==> src/pkg/pgs_pkg.sv <==
// package: shared constants and types for the process gating sequencer
package pgs_pkg;

  localparam int unsigned CLK_HZ = 125_000_000;

  // times in milliseconds, as specified
  localparam int unsigned T1_LONG_MS    = 4000;  // field interruption window, modes 1 5 6
  localparam int unsigned T1_SHORT_MS   = 2000;  // field interruption window, mode 4
  localparam int unsigned T2_M4_MS      = 500;   // clear filter, mode 4
  localparam int unsigned T2_M5_MS      = 1000;  // clear filter, mode 5
  localparam int unsigned T2_M16_MS     = 2000;  // clear filter, modes 1 and 6
  localparam int unsigned T_CTRL_END_MS = 100;   // controlled end, both inputs idle
  localparam int unsigned T_SYNC_MAX_MS = 60000; // both sync beams blocked, far side limit
  localparam int unsigned T_EXT_MS      = 100;   // control side time extension

  localparam int unsigned CYC_PER_MS = CLK_HZ / 1000;
  localparam int unsigned CNT_W      = 34;
  typedef logic [CNT_W-1:0] pgs_cnt_t;

  // operating modes as wired; code equals displayed number
  localparam int unsigned MODE_W = 3;
  typedef logic [MODE_W-1:0] pgs_mode_t;
  localparam pgs_mode_t MODE_1 = 3'h1;
  localparam pgs_mode_t MODE_4 = 3'h4;
  localparam pgs_mode_t MODE_5 = 3'h5;
  localparam pgs_mode_t MODE_6 = 3'h6;

  // milliseconds to clock cycles
  function automatic pgs_cnt_t pgs_ms_to_cyc(input int unsigned ms);
    pgs_cnt_t c;
    c = pgs_cnt_t'(ms) * pgs_cnt_t'(CYC_PER_MS);
    return (c == '0) ? pgs_cnt_t'(1) : c;
  endfunction : pgs_ms_to_cyc

endpackage : pgs_pkg

==> src/pkg/pgs_if.sv <==
// interface: link between machine control and gating receiver
`timescale 1ns/100ps
interface pgs_if;
  logic process_switch;  // switching signal from control, active high
  logic gating_active;   // gating indication from receiver, active high

  modport device (input process_switch, output gating_active);
  modport control (output process_switch, input gating_active);
endinterface : pgs_if

==> src/design/pgs_device.sv <==
// receiver end: timed process gating sequencer
`timescale 1ns/100ps
// Overview of operation
// gate only if interruption within window
// auto end after mode clear time
// controlled end: both idle over 0.1s
// control switches within 200 mm
// control withdraws by 200 mm past
// never from single human action
// sensor input only indirectly used
// switching from process sequence or extension
// position source must resist tampering
// check belt movement before switching
// mode taken from wiring only
// sync beams not blocked over 60s; not enforced, T_SYNC_MAX_MS is defined but unused
// show mode number on display
// missed window means normal stop
// gating indication only during sequence
module pgs_device
  import pgs_pkg::*;
(
  input  wire logic             clk,
  input  wire logic             reset,
  pgs_if.device                 link,
  input  wire logic             field_interrupted,
  input  wire pgs_pkg::pgs_mode_t mode_strap,
  output logic                  safety_output_ok,
  output pgs_pkg::pgs_mode_t    display_mode,
  output logic                  window_missed
);
  import pgs_pkg::*;

  typedef enum logic [3:0] {
    ST_IDLE   = 4'h1,
    ST_ARMED  = 4'h2,
    ST_GATING = 4'h4,
    ST_MISSED = 4'h8
  } pgs_state_t;

  ////////////////////////////////////////////////////////////////////////
  // input synchronisers: pins are asynchronous to clk
  logic [1:0] sw_sync_q;
  logic [1:0] fi_sync_q;
  pgs_mode_t  mode_s1_q;
  pgs_mode_t  mode_s2_q;
  logic       sw_s;
  logic       fi_s;

  always_ff @(posedge clk) begin
    sw_sync_q <= {sw_sync_q[0], link.process_switch};
    fi_sync_q <= {fi_sync_q[0], field_interrupted};
    mode_s1_q <= mode_strap;
    mode_s2_q <= mode_s1_q;
  end
  assign sw_s = sw_sync_q[1];
  assign fi_s = fi_sync_q[1];

  ////////////////////////////////////////////////////////////////////////
  // mode latched from wiring once after reset; no software path exists
  pgs_mode_t mode_q;
  logic      mode_taken_q;
  always_ff @(posedge clk) begin
    if (reset) begin
      mode_q       <= MODE_5;
      mode_taken_q <= 1'b0;
    end else if (!mode_taken_q) begin
      mode_q       <= mode_s2_q;
      mode_taken_q <= 1'b1;
    end
  end

  // limits chosen from the latched mode
  pgs_cnt_t t1_lim;
  pgs_cnt_t t2_lim;
  always_comb begin
    t1_lim = (mode_q == MODE_4) ? pgs_ms_to_cyc(T1_SHORT_MS)
                                : pgs_ms_to_cyc(T1_LONG_MS);
    unique case (mode_q)
      MODE_4:  t2_lim = pgs_ms_to_cyc(T2_M4_MS);
      MODE_5:  t2_lim = pgs_ms_to_cyc(T2_M5_MS);
      default: t2_lim = pgs_ms_to_cyc(T2_M16_MS); // modes 1, 6 and unknown: slowest
    endcase
  end

  ////////////////////////////////////////////////////////////////////////
  // sequence state machine
  pgs_state_t state_q;
  pgs_cnt_t   win_q;    // time since switching signal rose
  pgs_cnt_t   clr_q;    // time field has been clear while gating
  pgs_cnt_t   idle_q;   // time both inputs idle while gating
  logic       sw_prev_q;
  logic       sw_rise;
  logic       auto_end;
  logic       ctrl_end;

  assign sw_rise  = sw_s && !sw_prev_q;
  assign auto_end = (clr_q > t2_lim);
  assign ctrl_end = (idle_q > pgs_ms_to_cyc(T_CTRL_END_MS));

  always_ff @(posedge clk) begin
    if (reset) begin
      sw_prev_q <= 1'b0;
    end else begin
      sw_prev_q <= sw_s;
    end
  end

  always_ff @(posedge clk) begin
    if (reset) begin
      state_q <= ST_IDLE;
    end else begin
      unique case (state_q)
        ST_IDLE: begin
          // interruption without prior switching is a normal stop
          if (sw_rise && !fi_s) state_q <= ST_ARMED;
        end
        ST_ARMED: begin
          if (fi_s) begin
            state_q <= ST_GATING;
          end else if (!sw_s) begin
            state_q <= ST_IDLE;
          end else if (win_q >= t1_lim) begin
            state_q <= ST_MISSED;
          end
        end
        ST_GATING: begin
          if (auto_end || ctrl_end) state_q <= ST_IDLE;
        end
        ST_MISSED: begin
          // a new sequence needs the switching signal withdrawn first
          if (!sw_s) state_q <= ST_IDLE;
        end
        default: state_q <= ST_IDLE;
      endcase
    end
  end

  // window timer runs only while armed
  always_ff @(posedge clk) begin
    if (reset || state_q != ST_ARMED) begin
      win_q <= '0;
    end else begin
      win_q <= win_q + pgs_cnt_t'(1);
    end
  end

  // clear and idle timers run only while gating
  always_ff @(posedge clk) begin
    if (reset || state_q != ST_GATING || fi_s) begin
      clr_q <= '0;
    end else begin
      clr_q <= clr_q + pgs_cnt_t'(1);
    end
  end

  always_ff @(posedge clk) begin
    if (reset || state_q != ST_GATING || fi_s || sw_s) begin
      idle_q <= '0;
    end else begin
      idle_q <= idle_q + pgs_cnt_t'(1);
    end
  end

  ////////////////////////////////////////////////////////////////////////
  // registered outputs
  logic gating_q;
  always_ff @(posedge clk) begin
    if (reset) begin
      gating_q         <= 1'b0;
      safety_output_ok <= 1'b0;
      window_missed    <= 1'b0;
      display_mode     <= '0;
    end else begin
      gating_q         <= (state_q == ST_GATING) && !auto_end && !ctrl_end;
      // field clear, or bridged by gating, keeps the machine running
      safety_output_ok <= !fi_s || ((state_q == ST_GATING) && !auto_end && !ctrl_end);
      window_missed    <= (state_q == ST_MISSED);
      display_mode     <= mode_taken_q ? mode_q : '0;
    end
  end
  assign link.gating_active = gating_q;

endmodule : pgs_device

==> src/flat_wrapper.sv <==
// flat-port wrapper written by rule: the top's interface ports become plain ports
module pgs_device_flat import pgs_pkg::*;
  (clk, reset, field_interrupted, mode_strap, safety_output_ok, display_mode, window_missed, link_process_switch, link_gating_active);
  pgs_if link_i ();
  input  wire logic clk;
  input  wire logic reset;
  input  wire logic field_interrupted;
  input  wire pgs_pkg::pgs_mode_t mode_strap;
  output logic safety_output_ok;
  output pgs_pkg::pgs_mode_t display_mode;
  output logic window_missed;
  input wire logic [$bits(link_i.process_switch)-1:0] link_process_switch;
  output wire logic [$bits(link_i.gating_active)-1:0] link_gating_active;
  assign link_i.process_switch = link_process_switch;
  assign link_gating_active = link_i.gating_active;
  pgs_device u_core (.clk(clk), .reset(reset), .link(link_i), .field_interrupted(field_interrupted), .mode_strap(mode_strap), .safety_output_ok(safety_output_ok), .display_mode(display_mode), .window_missed(window_missed));
endmodule
==> config.mk <==
export PLATFORM = sky130hd
export DESIGN_NAME = pgs_device_flat
export DESIGN_NICKNAME = d
export VERILOG_FILES = /design/src/pkg/pgs_pkg.sv /design/src/pkg/pgs_if.sv /design/src/design/pgs_device.sv /design/src/flat_wrapper.sv
export SDC_FILE = /design/constraint.sdc
export NUM_CORES = 1
export LEC_CHECK = 0
export BUFFER_PORTS_ARGS = -buffer_cell sky130_fd_sc_hd__clkbuf_2
export CORE_MARGIN = 5
export CORE_UTILIZATION = 35
export DETAILED_ROUTE_END_ITERATION = 10
export PLACE_DENSITY = 0.6
export SYNTH_ARGS = -nofsm -noshare
export SYNTH_HDL_FRONTEND = slang
export SYNTH_SLANG_ARGS = --single-unit
==> constraint.sdc <==
create_clock -name clk -period 3.35 [get_ports clk]
set_input_delay 0.1675 -clock clk [delete_from_list [all_inputs] [get_ports clk]]
set_output_delay 0.1675 -clock clk [all_outputs]
set_load 0.01 [all_outputs]
==> impl_summary.txt <==
----------------------------------------------------
[Critical path]
  Cells along the critical path ... nor2b_1, inv_2, nor2_2, inv_2, ha_1, a21oi_1, o21ai_0, or3b_2, o221a_2, o41ai_4, buf_4, nor3_1, a31o_2
  Capturing element type of the critical path ... flop
  Max FO, Critical Path ... 8
  Slowest-stage cell, CP ... sky130_fd_sc_hd__or3b_2
  Startpoint kind of the worst setup timing path ... flop
  Family with the most delay on the worst path ... compound AO/OA/AOI/OAI gates
  Worst Path Class, Setup ... flop to flop
  Most repeated library cell on the critical path ... sky130_fd_sc_hd__inv_2
  Buffers & Inverters on Critical Path ... 3
  Critical path required time ... 3.66 ns
  Crit path DAT ... 3.42 ns
  Largest incremental delay on the critical path ... 0.45 ns

[Placement]
  Number of port buffers ... 12
  Routability congestion estimate from global placement ... 0.801
  Detailed placement HPWL ... 8.22 mm
  DP Worst Slack ... 0.100 ns
  Area after DPL ... 6290 um2

[Timing]
  Setup skew after layout ... 0.00702 ns
  Max Clock Freq ... 0.321 GHz
  Slew HR ... 0.565
  Number of hold-slack violations in the final timing report ... 0
  Final Max Slew Viols ... 0
  Final worst-path setup slack ... 0.237 ns
  Final period demand of the worst path ... 3.11 ns
  Final worst-path cycle share ... 0.929
  Slew at the pin with the worst max-slew slack ... 0.653 ns
  Count of final setup violators ... 0

[Synth]
  Share of synthesized registers carrying an async set or reset ... 0
  Flip-flop cell with the highest count after synthesis ... sky130_fd_sc_hd__dfxtp_1
  Cells after Synth ... 681
  Dominant combinational cell family by area after synthesis ... simple AND/OR/NAND/NOR gates
  Count of synthesis-stage warnings from yosys ... 0
  Average footprint of a synthesized cell ... 8.76 um2
  Number of storage elements in the synthesis netlist ... 127
  Post-Synth XOR/XNOR Area ... 0.131
  Sequential element share of the synthesized area ... 0.426
  Simple-gate area share of the yosys netlist ... 0.277
  Fraction of synthesized area in multiplexers ... 0.00168
  Number of unique standard cell types used by synthesis ... 44
  Adder and majority cell fraction of the synthesized area ... 0.0860
  Compound-Gate Fraction of Synth Area ... 0.0539
  Number of synthesized flops with an enable pin ... 0
  Syn Nets ... 729
  Post-synthesis instance area ... 5960 um2

[Clock tree]
  CTS sink count ... 127
  Number of H-tree levels ... 4
  CTS tree ... built
  Clk buf depth ... 2
  Clock transition time at the flip-flop clock pins of the worst setup and hold paths ... 0.06 ns
  Clock latency on the worst-skew pair ... 0.42 ns
  Library cell used as clock root buffer ... sky130_fd_sc_hd__clkbuf_16
  Number of buffers added by the clock tree synthesis step ... 17

[Die]
  Die Span X ... 141 um
  Top-level port count ... 13
  Core outline area ... 16,600 um2
  Die ar. ... 19,700 um2
  Number of cell rows ... 47
  Die span in y ... 141 um
  Starting density of the core ... 0.358

[Global routing]
  Vias in the first global route ... 4,269
  Largest net degree at the start of global routing ... 36
  Global-route usage over all layers ... 0.125
  Initial antenna violation count ... 0
  First-pass GRT wire length ... 20.4 mm
  Total grt overflow ... 0

[Layout]
  Antenna fix cells ... 0
  Layout cell share with drive strength beyond 1 ... 0.0832
  Nets@finish ... 756
  Synth-to-Final Area Change ... 16.2%
  Cell area after layout ... 6930 um2

[Routing]
  Number of DRC markers after the initial detailed-route iteration ... 226
  Wire length per cell ... 12.4 um
  Final ANT Viol Nets ... 0
  Total detailed-routing wirelength ... 11.6 mm
  Vias per Instance ... 4.88
  Total number of vias ... 4,593
  Detailed Routing Iterations Pass 1 ... 4
  DRC violations left ... 0

[Run]
  Count of max-cap constraint violations ... 0

[Pwr]
  Static leakage power ... 2.48 nW
  PwrDens ... 487 nW/um2
  Peak VDD IR ... 0.395 mV

[Status]
  Status ... completed

[Min path]
  Hold Crit Class ... input port to flop

----------------------------------------------------
## cell type report
cell class,instances,area (um2)
clock buffers,20,457
clock inverters,12,113
fillers,1639,9710
inverters,23,86.3
multi-input cells,515,3300
flip-flops and latches,127,2540
well taps,220,275
repair buffers,24,163
## cells in the mapped netlist (11+ instances only)
cell type	n	share of area
sky130_fd_sc_hd__dfxtp_1	127	0.43
sky130_fd_sc_hd__nand4_1	31	0.033
sky130_fd_sc_hd__and3_1	15	0.016
sky130_fd_sc_hd__and4_1	15	0.022
sky130_fd_sc_hd__nor2_1	119	0.075
sky130_fd_sc_hd__nor3_1	16	0.013
sky130_fd_sc_hd__a21oi_1	20	0.017
sky130_fd_sc_hd__inv_1	23	0.014
sky130_fd_sc_hd__clkbuf_1	16	0.010
sky130_fd_sc_hd__xnor2_1	26	0.038
sky130_fd_sc_hd__xor2_1	63	0.093
sky130_fd_sc_hd__ha_1	41	0.086
sky130_fd_sc_hd__o21ai_0	15	0.013
sky130_fd_sc_hd__nand3_1	44	0.037
sky130_fd_sc_hd__nor4_1	11	0.012
sky130_fd_sc_hd__nand2_1	46	0.029
## routing by layer
| metal | vias up | wire length, um | track usage |
|---|---|---|---|
| met5 | - | 0 | 0 |
| met4 | 0 | 135 | 0.0535 |
| met3 | 12 | 289 | 0.0344 |
| met2 | 36 | 5160 | 0.189 |
| met1 | 2114 | 6050 | 0.167 |
| li1 | 2431 | - | - |
## through the flow
step	hold WS (ns)	power, mW	cells	utilization	TNS, ns
final	0.0762	3.37	941	0.417	0
after detailed placement	0.271	1.65	902	0.378	0
after global placement	0.271	1.65	902	0.378	0
after global routing	0.0952	3.51	941	0.417	-0.000966
after CTS	0.0708	3.41	939	0.415	0
after floorplan	0.195	1.62	681	-	0
## timing repair
item	CTS	global route
setup buffers	0	2
gates resized for setup	0	3
hold endpoints to repair	5	0
endpoints found under the setup margin	0	2
hold buffers	5	0
## cells in the final DEF (no fill, tap or decap), types with 3 or more instances in the layout
cell	n
sky130_fd_sc_hd__xor2_1	63
sky130_fd_sc_hd__nor3_1	16
sky130_fd_sc_hd__ha_1	41
sky130_fd_sc_hd__dfxtp_1	127
sky130_fd_sc_hd__and4_1	15
sky130_fd_sc_hd__o21ai_0	15
sky130_fd_sc_hd__nor4_1	11
sky130_fd_sc_hd__nand4_1	31
sky130_fd_sc_hd__or3_1	9
sky130_fd_sc_hd__dlygate4sd3_1	5
sky130_fd_sc_hd__buf_4	7
sky130_fd_sc_hd__clkinvlp_4	5
sky130_fd_sc_hd__and3_1	15
sky130_fd_sc_hd__a21oi_1	20
sky130_fd_sc_hd__nor2_1	118
sky130_fd_sc_hd__nor2b_1	7
sky130_fd_sc_hd__nand3_1	44
sky130_fd_sc_hd__clkinv_4	3
sky130_fd_sc_hd__nand4b_1	3
sky130_fd_sc_hd__xnor2_1	26
sky130_fd_sc_hd__nand2_1	46
sky130_fd_sc_hd__clkbuf_2	12
sky130_fd_sc_hd__and2_1	4
sky130_fd_sc_hd__inv_1	21
sky130_fd_sc_hd__clkbuf_16	17
## report_power, final
group	internal [mW]	switching, mW
Sequential	1.53	0.00973
Combinational	0.0442	0.0528
Clock	1.06	0.681
## state kept, by name, indices dropped and copies added, names as in the netlist
| name | flops |
|---|---|
| u_core.state_q | 4 |
| u_core.win_q | 34 |
| u_core.sw_sync_q | 2 |
| u_core.mode_q | 3 |
| u_core.fi_sync_q | 2 |
| u_core.mode_s2_q | 3 |
| u_core.window_missed | 1 |
| u_core.mode_taken_q | 1 |
| u_core.clr_q | 34 |
| u_core.safety_output_ok | 1 |
| u_core.sw_prev_q | 1 |
| u_core.mode_s1_q | 3 |
| u_core.display_mode | 3 |
| u_core.idle_q | 34 |
| u_core.link.gating_active | 1 |
## cells by family after synthesis
family | count (synthesis)
compound gates | 53
xor+xnor | 89
fa+ha+maj | 41
buf+inv | 39
flops | 127
mux | 1
simple gates | 331
## path summary, 6_finish.rpt
kind	cells after the start	slack, ns	end	from
setup / recovery	13	0.24	u_core.state_q[3]$_SDFFE_PP0P_	u_core.mode_q[2]$_SDFFE_PP1N_
hold / removal	2	0.08	u_core.safety_output_ok$_SDFF_PP0_	reset
setup reg to reg	13	0.24	u_core.state_q[3]$_SDFFE_PP0P_	u_core.mode_q[2]$_SDFFE_PP1N_
hold reg to reg	0	0.32	u_core.mode_s2_q[1]$_DFF_P_	u_core.mode_s1_q[1]$_DFF_P_
Power figures use the tool's default switching activity.
